[config.mk]
export PLATFORM = sky130hd
export DESIGN_NAME = rss_top
export DESIGN_NICKNAME = d
export VERILOG_FILES = /design/src/rtl/rss_pkg.sv /design/src/rtl/rss_trip_chan.sv /design/src/rtl/rss_meas_chk.sv /design/src/rtl/rss_top.sv
export SDC_FILE = /design/constraint.sdc
export NUM_CORES = 2
export LEC_CHECK = 0
export BUFFER_PORTS_ARGS = -buffer_cell sky130_fd_sc_hd__clkbuf_2
export CORE_ASPECT_RATIO = 1.25
export CORE_MARGIN = 8
export CORE_UTILIZATION = 52
export CTS_CLUSTER_DIAMETER = 50
export DETAILED_ROUTE_END_ITERATION = 8
export PLACE_DENSITY_LB_ADDON = 0.12
export SYNTH_ARGS = -nofsm -noshare
export SYNTH_HDL_FRONTEND = slang
export SYNTH_SLANG_ARGS = --single-unit
[constraint.sdc]
create_clock -name core_clk -period 13.3 [get_ports core_clk]
set_clock_uncertainty 0.2 [all_clocks]
set_input_delay 2.66 -clock core_clk [delete_from_list [all_inputs] [get_ports core_clk]]
set_output_delay 2.66 -clock core_clk [all_outputs]
set_load 0.05 [all_outputs]
[src/rtl/rss_pkg.sv]
// package of constants and types for the relay self-supervision block
package rss_pkg;
    localparam int unsigned CLK_HZ         = 125000000;        // core clock rate
    localparam int unsigned WDOG_TIMEOUT_US = 1000;            // watchdog timeout, microseconds
    localparam int unsigned WDOG_CYCLES    = WDOG_TIMEOUT_US * (CLK_HZ / 1000000);
    localparam int unsigned CYC_PERIOD_US  = 100;              // trip channel test step, us
    localparam int unsigned CYC_CYCLES     = CYC_PERIOD_US * (CLK_HZ / 1000000);
    localparam int unsigned FB_SETTLE      = 16;               // feedback settle cycles
    localparam int unsigned MAX_RESETS     = 3;                // reset attempts before lockout
    localparam int unsigned SAMPLE_W       = 16;               // current sample width
    localparam int unsigned FACTOR_W       = 8;                // summation factor width
    localparam int unsigned FACTOR_FRAC    = 6;                // fractional bits of factor
    localparam int unsigned NUM_CH         = 4;                // current channels
    localparam int unsigned NUM_TRIP       = 2;                // trip relays
    localparam int unsigned NUM_CMD        = 2;                // command channels per relay
    // register offsets
    localparam logic [7:0] ADDR_STATUS     = 8'h00;            // sticky fault status, ro
    localparam logic [7:0] ADDR_CLEAR      = 8'h04;            // write one to clear, wo
    localparam logic [7:0] ADDR_ENABLE     = 8'h08;            // interrupt enable
    localparam logic [7:0] ADDR_SUMTOL     = 8'h0c;            // zero-sum tolerance
    localparam logic [7:0] ADDR_ASYMTH     = 8'h10;            // asymmetry threshold
    localparam logic [7:0] ADDR_FACTOR     = 8'h14;            // four packed factors
    localparam logic [7:0] ADDR_WDKICK     = 8'h18;            // watchdog service
    localparam logic [7:0] ADDR_STATE      = 8'h1c;            // live state, ro
    localparam logic [7:0] ADDR_CRCREF     = 8'h20;            // reference checksum base
    // status bit positions
    localparam int unsigned ST_SUPPLY      = 0;
    localparam int unsigned ST_TRIPCH      = 1;
    localparam int unsigned ST_ZSUM        = 2;
    localparam int unsigned ST_ASYM        = 3;
    localparam int unsigned ST_MEM         = 4;
    localparam int unsigned ST_WDOG        = 5;
    localparam int unsigned ST_LOCK        = 6;
    localparam int unsigned ST_W           = 7;
    localparam logic [31:0] WDKICK_KEY     = 32'h0000a5c3;     // service key
    localparam logic [SAMPLE_W-1:0] SUMTOL_RST = 16'h0040;     // default tolerance
    localparam logic [SAMPLE_W-1:0] ASYMTH_RST = 16'h0400;     // default threshold
    localparam logic [31:0] FACTOR_RST     = 32'h40404040;     // unity factors
    // register bus carrier
    typedef struct packed {
        logic [7:0]  addr;
        logic [31:0] wdata;
        logic        wr;
        logic        rd;
    } rss_bus_t;
    // per-channel sample carrier
    typedef struct packed {
        logic                        valid;
        logic [NUM_CH*SAMPLE_W-1:0]  data;
    } rss_samp_t;
endpackage

[src/rtl/rss_trip_chan.sv]
// one trip relay: command and release gating with cyclic test fault detection
`timescale 1ns/1ps
module rss_trip_chan #(
    parameter int unsigned SETTLE = rss_pkg::FB_SETTLE
) (
    input  wire logic       core_clk,
    input  wire logic       rst_n,
    input  wire logic       clk_en,
    input  wire logic       trip_req,      // protection trip request
    input  wire logic       block,         // protection blocked
    input  wire logic [1:0] test_pulse,    // test excitation per command channel
    input  wire logic [1:0] feedback,      // synchronised channel feedback
    output logic      [1:0] cmd_out,       // two command channels
    output logic            release_out,   // release channel
    output logic            fault          // channel or coil fault, sticky
);
    logic [1:0] cmd_q;                      // command channel drive
    logic       rel_q;                      // release channel drive
    logic       fault_q;                    // fault latch
    logic [$clog2(SETTLE+1)-1:0] settle_q;  // settle counter while excited
    logic [1:0] exc_q;                      // channels under test

    // drive: a trip needs both command and release paths, fault blocks output
    always_ff @(posedge core_clk) begin
        if (!rst_n) begin
            cmd_q <= 2'h0;
            rel_q <= 1'b0;
        end else if (clk_en) begin
            if (trip_req && !block && !fault_q) begin
                cmd_q <= 2'h3;
                rel_q <= 1'b1;
            end else begin
                cmd_q <= test_pulse;
                rel_q <= 1'b0;           // release off keeps the coil dead while testing
            end
        end
    end

    // feedback check: after settling, an excited channel must read high
    always_ff @(posedge core_clk) begin
        if (!rst_n) begin
            settle_q <= '0;
            exc_q    <= 2'h0;
            fault_q  <= 1'b0;
        end else if (clk_en) begin
            exc_q <= test_pulse;
            if (test_pulse == 2'h0 || test_pulse != exc_q) begin
                settle_q <= '0;
            end else if (settle_q < SETTLE[$bits(settle_q)-1:0]) begin
                settle_q <= settle_q + 1'b1;
            end else if ((feedback & exc_q) != exc_q) begin
                fault_q <= 1'b1;
            end
        end
    end

    assign cmd_out     = cmd_q & {2{~fault_q}};
    assign release_out = rel_q & ~fault_q;
    assign fault       = fault_q;
endmodule

[src/rtl/rss_meas_chk.sv]
// measurement chain checks: weighted zero sum and phase symmetry
`timescale 1ns/1ps
module rss_meas_chk #(
    parameter int unsigned W  = rss_pkg::SAMPLE_W,
    parameter int unsigned FW = rss_pkg::FACTOR_W
) (
    input  wire logic                core_clk,
    input  wire logic                rst_n,
    input  wire logic                clk_en,
    input  wire rss_pkg::rss_samp_t  samp,          // four signed samples
    input  wire logic [4*FW-1:0]     factor,        // summation factors
    input  wire logic [W-1:0]        sum_tol,       // zero-sum tolerance
    input  wire logic [W-1:0]        asym_th,       // asymmetry threshold
    input  wire logic                pickup,        // any element picked up
    output logic                     zsum_fail,     // one-cycle event
    output logic                     asym_fail      // one-cycle event
);
    localparam int unsigned PW = W + FW + 2;       // product and sum width
    logic signed [PW-1:0] acc;                     // weighted sum
    logic        [W-1:0]  mag [3];                 // phase magnitudes
    logic        [W-1:0]  mx;                      // largest phase
    logic        [W-1:0]  mn;                      // smallest phase
    logic signed [PW-1:0] sc;                      // scaled sum
    logic        [PW-1:0] sabs;                    // sum magnitude
    logic                 zs_q;                    // zero-sum result
    logic                 as_q;                    // asymmetry result

    // weighted sum and phase magnitudes
    always_comb begin
        acc = '0;
        for (int i = 0; i < 4; i++) begin
            acc = acc + PW'($signed(samp.data[i*W +: W]) *
                            $signed({1'b0, factor[i*FW +: FW]}));
        end
        for (int i = 0; i < 3; i++) begin
            mag[i] = samp.data[i*W+W-1] ? W'(-samp.data[i*W +: W]) : samp.data[i*W +: W];
        end
        mx = mag[0];
        mn = mag[0];
        for (int i = 1; i < 3; i++) begin
            if (mag[i] > mx) mx = mag[i];
            if (mag[i] < mn) mn = mag[i];
        end
        sc   = acc >>> rss_pkg::FACTOR_FRAC;
        sabs = sc[PW-1] ? PW'(-sc) : PW'(sc);
    end

    // register the check results per sample
    always_ff @(posedge core_clk) begin
        if (!rst_n) begin
            zs_q <= 1'b0;
            as_q <= 1'b0;
        end else if (clk_en) begin
            zs_q <= samp.valid && (sabs > PW'(sum_tol));
            as_q <= samp.valid && !pickup && ((mx - mn) > asym_th);
        end
    end

    assign zsum_fail = zs_q;
    assign asym_fail = as_q;
endmodule

[src/rtl/rss_top.sv]
// relay self-supervision top: supplies, trip channels, measurement, memory, watchdog

`timescale 1ns/1ps
module rss_top #(
    parameter int unsigned WDOG_CYC = rss_pkg::WDOG_CYCLES,
    parameter int unsigned CYC_CYC  = rss_pkg::CYC_CYCLES,
    parameter int unsigned NUM_MEM  = 2
) (
    input  wire logic                    core_clk,
    input  wire logic                    rst_n,        // power-up reset
    input  wire logic                    clk_en,
    input  wire rss_pkg::rss_bus_t       bus,
    output logic [31:0]                  bus_rdata,
    input  wire logic [3:0]              rail_ok_pin,  // rail window comparators, async
    input  wire rss_pkg::rss_samp_t      samp,
    input  wire logic                    pickup,       // any protection element picked up
    input  wire logic [1:0]              trip_req,
    input  wire logic [3:0]              fb_pin,       // channel feedback, async
    output logic [3:0]                   trip_cmd,     // two per relay
    output logic [1:0]                   trip_release,
    input  wire logic [NUM_MEM-1:0]      mem_crc_valid, // checksum pass done
    input  wire logic [NUM_MEM*32-1:0]   mem_crc,      // computed checksums
    output logic [NUM_MEM-1:0]           mem_crc_start, // start a checksum pass
    output logic                         cpu_reset,    // processor reset pulse
    output logic                         prot_block,
    output logic                         alarm_contact,
    output logic                         alarm_led,
    output logic                         irq
);
    localparam int unsigned WDW = $clog2(WDOG_CYC + 1);
    localparam int unsigned CYW = $clog2(CYC_CYC + 1);

    // synchronisers for pin inputs
    logic [3:0] rail_s1_q, rail_s2_q, rail_s3_q;   // rail stages
    logic [3:0] rail_q;                            // agreed rail level

    logic [3:0] fb_s1_q, fb_s2_q, fb_s3_q;         // feedback stages
    logic [3:0] fb_q;                              // agreed feedback level

    // status and interrupts
    logic [rss_pkg::ST_W-1:0] status_q;            // sticky faults
    logic [rss_pkg::ST_W-1:0] enable_q;            // interrupt enables
    logic [rss_pkg::ST_W-1:0] event_d;             // this cycle's events
    logic [rss_pkg::ST_W-1:0] clr_d;               // this cycle's clears

    // software settings
    logic [15:0]              sum_tol_q;           // zero-sum tolerance
    logic [15:0]              asym_th_q;           // asymmetry threshold
    logic [31:0]              factor_q;            // summation factors
    logic [31:0]              crc_ref_q [NUM_MEM]; // reference checksums

    // read path
    logic [31:0]              rdata_q;             // read data
    logic                     rd_q;                // read in flight

    // cyclic test
    logic [CYW-1:0]           cyc_cnt_q;           // test step timer
    logic [1:0]               cyc_step_q;          // channel under excitation
    logic [3:0]               test_pulse;          // excitation per channel
    logic [1:0]               tch_fault;           // trip channel faults

    // events
    logic                     zsum_ev;
    logic                     asym_ev;
    logic                     mem_ev;
    logic                     wd_ev;

    // watchdog
    logic [WDW-1:0]           wd_cnt_q;            // watchdog counter
    logic [1:0]               attempts_q;          // reset attempts since power-up
    logic                     lock_q;              // out of service
    logic                     cpu_rst_q;

    // helpers
    logic [NUM_MEM-1:0]       crc_start_q;
    logic                     any_fault;
    logic                     wr_hit;

    // three-stage synchronisers, change accepted when stages two and three agree
    always_ff @(posedge core_clk) begin
        if (!rst_n) begin
            // rails start healthy
            rail_s1_q <= 4'hf;
            rail_s2_q <= 4'hf;
            rail_s3_q <= 4'hf;
            rail_q    <= 4'hf;
            fb_s1_q   <= 4'h0;
            fb_s2_q   <= 4'h0;
            fb_s3_q   <= 4'h0;
            fb_q      <= 4'h0;
        end else if (clk_en) begin
            // shift rails
            rail_s1_q <= rail_ok_pin;
            rail_s2_q <= rail_s1_q;
            rail_s3_q <= rail_s2_q;

            // accept on agreement
            for (int i = 0; i < 4; i++) begin
                if (rail_s2_q[i] == rail_s3_q[i]) rail_q[i] <= rail_s3_q[i];
            end

            // shift feedback
            fb_s1_q <= fb_pin;
            fb_s2_q <= fb_s1_q;
            fb_s3_q <= fb_s2_q;
            for (int i = 0; i < 4; i++) begin
                if (fb_s2_q[i] == fb_s3_q[i]) fb_q[i] <= fb_s3_q[i];
            end
        end
    end

    // register writes
    always_ff @(posedge core_clk) begin
        if (!rst_n) begin
            // defaults
            enable_q  <= '0;
            sum_tol_q <= rss_pkg::SUMTOL_RST;
            asym_th_q <= rss_pkg::ASYMTH_RST;
            factor_q  <= rss_pkg::FACTOR_RST;
            for (int i = 0; i < NUM_MEM; i++) crc_ref_q[i] <= 32'h0;
        end else if (clk_en && bus.wr) begin
            case (bus.addr)
                rss_pkg::ADDR_ENABLE: enable_q  <= bus.wdata[rss_pkg::ST_W-1:0];
                rss_pkg::ADDR_SUMTOL: sum_tol_q <= bus.wdata[15:0];
                rss_pkg::ADDR_ASYMTH: asym_th_q <= bus.wdata[15:0];
                rss_pkg::ADDR_FACTOR: factor_q  <= bus.wdata;

                // reference checksums
                default: begin
                    for (int i = 0; i < NUM_MEM; i++) begin
                        if (bus.addr == 8'(rss_pkg::ADDR_CRCREF + 4 * i)) begin
                            crc_ref_q[i] <= bus.wdata;
                        end
                    end
                end
            endcase
        end
    end

    // register reads, data valid the cycle after the strobe, zero elsewhere
    always_ff @(posedge core_clk) begin
        if (!rst_n) begin
            rdata_q <= 32'h0;
            rd_q    <= 1'b0;
        end else if (clk_en) begin
            // data stand one cycle
            rd_q    <= bus.rd;

            // idle reads zero
            rdata_q <= 32'h0;
            if (bus.rd) begin
                case (bus.addr)
                    rss_pkg::ADDR_STATUS: rdata_q <= 32'(status_q);
                    rss_pkg::ADDR_ENABLE: rdata_q <= 32'(enable_q);
                    rss_pkg::ADDR_SUMTOL: rdata_q <= 32'(sum_tol_q);
                    rss_pkg::ADDR_ASYMTH: rdata_q <= 32'(asym_th_q);
                    rss_pkg::ADDR_FACTOR: rdata_q <= factor_q;
                    rss_pkg::ADDR_STATE:  rdata_q <= {16'h0, fb_q, rail_q, attempts_q,
                                                      cyc_step_q, lock_q, prot_block,
                                                      tch_fault};
                    default: begin
                        for (int i = 0; i < NUM_MEM; i++) begin
                            if (bus.addr == 8'(rss_pkg::ADDR_CRCREF + 4 * i)) begin
                                rdata_q <= crc_ref_q[i];
                            end
                        end
                    end
                endcase
            end
        end
    end

    assign bus_rdata = rd_q ? rdata_q : 32'h0;

    // cyclic excitation, one command channel per step, only while idle
    always_ff @(posedge core_clk) begin
        if (!rst_n) begin
            cyc_cnt_q  <= '0;
            cyc_step_q <= 2'h0;
        end else if (clk_en) begin
            // busy: restart step
            if (pickup || trip_req != 2'h0) begin
                cyc_cnt_q <= '0;
            end else if (cyc_cnt_q >= CYW'(CYC_CYC - 1)) begin
                // next channel
                cyc_cnt_q  <= '0;
                cyc_step_q <= cyc_step_q + 2'h1;
            end else begin
                cyc_cnt_q <= cyc_cnt_q + 1'b1;
            end
        end
    end

    // excitation stays off during the last cycles so the next channel starts clean
    always_comb begin
        // nothing excited
        test_pulse = 4'h0;
        if (!pickup && trip_req == 2'h0 && cyc_cnt_q < CYW'(CYC_CYC - 2)) begin
            test_pulse[cyc_step_q] = 1'b1;
        end
    end

    // trip relay channels

    for (genvar g = 0; g < rss_pkg::NUM_TRIP; g++) begin : g_trip
        rss_trip_chan u_chan (
            .core_clk    (core_clk),
            .rst_n       (rst_n),
            .clk_en      (clk_en),
            .trip_req    (trip_req[g]),
            .block       (prot_block),
            .test_pulse  (test_pulse[2*g +: 2]),
            .feedback    (fb_q[2*g +: 2]),
            .cmd_out     (trip_cmd[2*g +: 2]),
            .release_out (trip_release[g]),
            .fault       (tch_fault[g])
        );
    end

    // measurement chain checks
    rss_meas_chk u_meas (
        .core_clk  (core_clk),
        .rst_n     (rst_n),
        .clk_en    (clk_en),
        .samp      (samp),
        .factor    (factor_q),
        .sum_tol   (sum_tol_q),
        .asym_th   (asym_th_q),
        .pickup    (pickup),
        .zsum_fail (zsum_ev),
        .asym_fail (asym_ev)
    );

    // memory checksum: restart each pass when it ends, compare with reference
    always_ff @(posedge core_clk) begin
        if (!rst_n) begin
            // first pass
            crc_start_q <= '1;
        end else if (clk_en) begin
            // next pass
            crc_start_q <= mem_crc_valid;
        end
    end

    // wrong sum
    always_comb begin
        mem_ev = 1'b0;
        for (int i = 0; i < NUM_MEM; i++) begin
            if (mem_crc_valid[i] && mem_crc[i*32 +: 32] != crc_ref_q[i]) begin
                mem_ev = 1'b1;
            end
        end
    end
    assign mem_crc_start = crc_start_q;

    // watchdog: key write services it, expiry pulses processor reset, or locks out once MAX_RESETS pulses are spent
    assign wr_hit = bus.wr && bus.addr == rss_pkg::ADDR_WDKICK
                    && bus.wdata == rss_pkg::WDKICK_KEY;

    always_ff @(posedge core_clk) begin
        if (!rst_n) begin
            // power-up only
            wd_cnt_q   <= '0;
            cpu_rst_q  <= 1'b0;
            attempts_q <= 2'h0;
            lock_q     <= 1'b0;
        end else if (clk_en) begin
            cpu_rst_q <= 1'b0;
            // locked: quiet
            if (lock_q) begin
                wd_cnt_q <= '0;
            end else if (wr_hit) begin
                // serviced
                wd_cnt_q <= '0;
            end else if (wd_cnt_q >= WDW'(WDOG_CYC - 1)) begin
                // expired
                wd_cnt_q <= '0;
                if (attempts_q == 2'(rss_pkg::MAX_RESETS)) begin
                    lock_q <= 1'b1;
                end else begin
                    cpu_rst_q  <= 1'b1;
                    attempts_q <= attempts_q + 2'h1;
                end
            end else begin
                wd_cnt_q <= wd_cnt_q + 1'b1;
            end
        end
    end

    // expiry event
    assign wd_ev     = clk_en && !lock_q && !wr_hit && wd_cnt_q >= WDW'(WDOG_CYC - 1);
    assign cpu_reset = cpu_rst_q;

    // sticky status, set wins over clear
    always_comb begin
        // levels keep setting
        event_d = '0;
        event_d[rss_pkg::ST_SUPPLY] = rail_q != 4'hf;
        event_d[rss_pkg::ST_TRIPCH] = tch_fault != 2'h0;
        event_d[rss_pkg::ST_ZSUM]   = zsum_ev;
        event_d[rss_pkg::ST_ASYM]   = asym_ev;
        event_d[rss_pkg::ST_MEM]    = mem_ev;
        event_d[rss_pkg::ST_WDOG]   = wd_ev;
        event_d[rss_pkg::ST_LOCK]   = lock_q;

        // write one clears
        clr_d = (bus.wr && bus.addr == rss_pkg::ADDR_CLEAR) ?
                bus.wdata[rss_pkg::ST_W-1:0] : '0;
    end

    // set wins
    always_ff @(posedge core_clk) begin
        if (!rst_n) begin
            status_q <= '0;
        end else if (clk_en) begin
            status_q <= (status_q & ~clr_d) | event_d;
        end
    end

    // blocking and the alarm contact follow live faults plus sticky measurement and memory faults
    assign any_fault = (rail_q != 4'hf) || (tch_fault != 2'h0) || lock_q
                       || status_q[rss_pkg::ST_ZSUM] || status_q[rss_pkg::ST_MEM]
                       || status_q[rss_pkg::ST_ASYM];

    assign prot_block    = any_fault;
    assign alarm_contact = any_fault;

    // led: lockout, coil
    assign alarm_led     = lock_q || (tch_fault != 2'h0);

    // enabled sticky bits
    assign irq           = |(status_q & enable_q);
endmodule

==> run_results.csv <==
group,metric,value,unit
run_status,outcome,"complete, no violations",
timing,fin_ws,552.1,ps
clock_tree,cts.clk_slew.worst_paths,70,ps
global_routing,grt-ovfl-total,0,
worst_setup_path,cp_data_arrival_time,12940,ps
timing,slew_violations,0,
cells_and_area,fin_nets,5442,
power_and_ir_drop,power_density,96.83,nW/µm²
worst_setup_path,worstPathMaxFanout,13,
worst_setup_path,crit_type,"in2reg",
logic_synthesis,synth_cell_types,90,
cells_and_area,fin_area,40110,µm²
clock_tree,cts.path.max_buffers,3,
clock_tree,root_buffer,"clkbuf_16",
detailed_routing,first_pass_iters,6,
logic_synthesis,ys_async_sr_fraction,0,
detailed_routing,dr.first_iter.drc_count,1846,
logic_synthesis,synthTopCellsByCount,"inv_1, nand2_1, fa_1",
logic_synthesis,ys_seq_elements,270,
timing,min_period_over_period,0.9585,
worst_setup_path,startpoint_type,"primary input",
cells_and_area,layout-drive-gt1-share,0.09828,
detailed_routing,ant_nets,0,
worst_setup_path,r2r_setup_slack,1900,ps
place,hpwl,90.10,mm
floorplan,coreArea,70370,µm²
detailed_routing,wl,107.5,mm
detailed_routing,vias_per_cell,5.502,
detailed_routing,routedWlPerCell,19.81,µm
logic_synthesis,synth_edf_count,64,
floorplan,io_pins,232,
timing,hold_viol_final,0,
logic_synthesis,yosys-top-cells-area,"fa_1, dfxtp_1, ha_1",
clock_tree,cts_tree,"built",
worst_setup_path,critical-path-slowest-cell,"fa_1",
place,io_buffers,231,
floorplan,die_w,254.0,µm
timing,min_period,12750,ps
logic_synthesis,ys.flop_type,"dfxtp_1",
worst_setup_path,cp_data_required_time,13490,ps
timing,relSlewSlack,0.2409,
timing,finalSetupViolations,0,
logic_synthesis,synth_top_area_frac,0.2609,
global_routing,first_global_vias,29933,
logic_synthesis,ys_seq_area_frac,0.1642,
global_routing,grt_usage,0.2681,
worst_setup_path,end_kind,"flip-flop",
floorplan,row_count,109,
detailed_routing,drc,0,
floorplan,initial_core_util,0.5233,
place,placedInstanceArea,39210,µm²
logic_synthesis,avgSynthCellArea,8.573,µm²
cells_and_area,area_growth_syn_to_layout,8.918,%
worst_setup_path,cp_common_cell,"fa_1",
floorplan,die_y,313.5,µm
timing,fin_hold_ws,257.0,ps
logic_synthesis,syn-instance-count,4296,
place,routabilityCongestion,0.9708,
worst_setup_path,max_stage_delay,550,ps
timing,tightest_slew,1136,ps
global_routing,grt_pass1_wl,168.0,mm
power_and_ir_drop,power,0.003884,W
clock_tree,clock_sinks,270,
power_and_ir_drop,power.leakage,18.64,nW
global_routing,antenna_found_initial,6,
place,dp_slack,-106.5,ps
clock_tree,holdBufCountCts,0,
power_and_ir_drop,peakVddDrop,0.1171,mV
logic_synthesis,yosysTopAreaCell,"fa_1",
clock_tree,clock_latency,530,ps
logic_synthesis,synthMostInstantiatedCell,"inv_1",
floorplan,die_area,79650,µm²
logic_synthesis,syn_area,36830,µm²
cells_and_area,utilization,0.5700,
global_routing,grt_max_degree,105,
clock_tree,numCtsBuffers,23,
clock_tree,h-tree-depth,1,
detailed_routing,vias,29849,
timing,fmax,78.44,MHz
logic_synthesis,syn_nets,5277,
run,maxCapViolations,0,
min_path,hp-class,"reg2reg",
logic_synthesis,ys_warn_count,0,
-- timing repair --
item,CTS,global route
resized for setup,0,17
setup endpoints to repair,0,1
setup buffers,0,4
-- layout by cell type, fill, tap and decap left out, types with 19 or more instances in the layout --
master,synthesis,final
and2_1,370,370
nor2_1,186,184
xor2_1,72,72
nor3_1,37,37
a22oi_1,60,60
inv_1,688,689
nand3_1,55,55
and3_1,29,29
nand2b_1,30,30
or3_1,27,27
nand4_1,42,42
xnor2_1,157,156
fa_1,480,479
buf_4,3,105
nor3b_1,19,19
nor2b_1,33,32
o21ai_0,111,107
a21o_1,39,39
a31oi_1,30,30
clkbuf_16,0,24
mux2i_1,51,51
nand2_1,510,510
dfxtp_1,206,206
clkbuf_2,0,228
ha_1,314,314
a21oi_1,248,245
edfxtp_1,64,64
-- per-stage QoR --
step	std cells	TNS [ps]
after detailed placement	5375	-106.5
after global routing	5421	-20.46
after global placement	5375	0
final	5425	0
after CTS	5416	0
after floorplan	4296	0
-- flip-flops by register name, indices dropped and copies added (netlist names), 7 cells and up --
name,count
crc_ref_q,64
sum_tol_q,16
factor_q,32
status_q,7
rdata_q,32
wd_cnt_q,17
cyc_cnt_q,14
g_trip.u_chan.settle_q,10
enable_q,7
asym_th_q,16
-- critical path: cells and delay by family --
kind,cells,cell delay [ps]
buffers and inverters,7,860
adders and majority gates,11,4910
AOI/OAI and AO/OA,24,3680
xor gates and xnor gates,3,580
and+or+nand+nor,1,220
-- power breakdown --
group,switching [W],total [W],internal [W]
combinational,0.00127,0.00229,0.00102
sequential,0.0000184,0.000875,0.000857
clock,0.000311,0.000721,0.000410
-- layout make-up --
cell class,instances,area [µm²]
Tap cell,943,1180
Inverter,690,2595
Sequential cell,270,6046
Multi-Input combinational cell,3139,27510
Fill cell,6654,30260
Timing Repair Buffer,337,1973
Clock buffer,32,664.4
Clock inverter,9,128.9
Antenna cell,5,12.51
-- worst paths after layout --
check / start / end / cells past startpoint
hold / removal: rdata_q[9]$_SDFFE_PN0P_ / rdata_q[9]$_SDFFE_PN0P_ / 2
setup reg to reg: factor_q[5]$_SDFFE_PN0P_ / u_meas.zsum_fail$_SDFFE_PN0P_ / 46
setup / recovery: samp[1] / u_meas.zsum_fail$_SDFFE_PN0P_ / 46
hold reg to reg: rdata_q[9]$_SDFFE_PN0P_ / rdata_q[9]$_SDFFE_PN0P_ / 2
-- metal layers --
metal  vias to the layer above  global-route usage  wire length (µm)  share of wire
li1                      14169                   -                 -              -
met1                     14743              0.3216             42490           0.40
met2                       757              0.4911             55060           0.51
met3                       176             0.02322              5161          0.048
met4                         4              0.1044              4743          0.044
met5                         -                   0                26        0.00024
-- logic make-up after synthesis --
kind of cell	after synthesis	share of synthesized area
adders and majority gates	794	0.3676
buffers and inverters	887	0.09108
muxes	66	0.01845
xor gates and xnor gates	229	0.05446
DFF	270	0.1642
AOI/OAI and AO/OA	645	0.1110
and+or+nand+nor	1405	0.1932
Note: power is estimated with default switching activity, not from simulation.
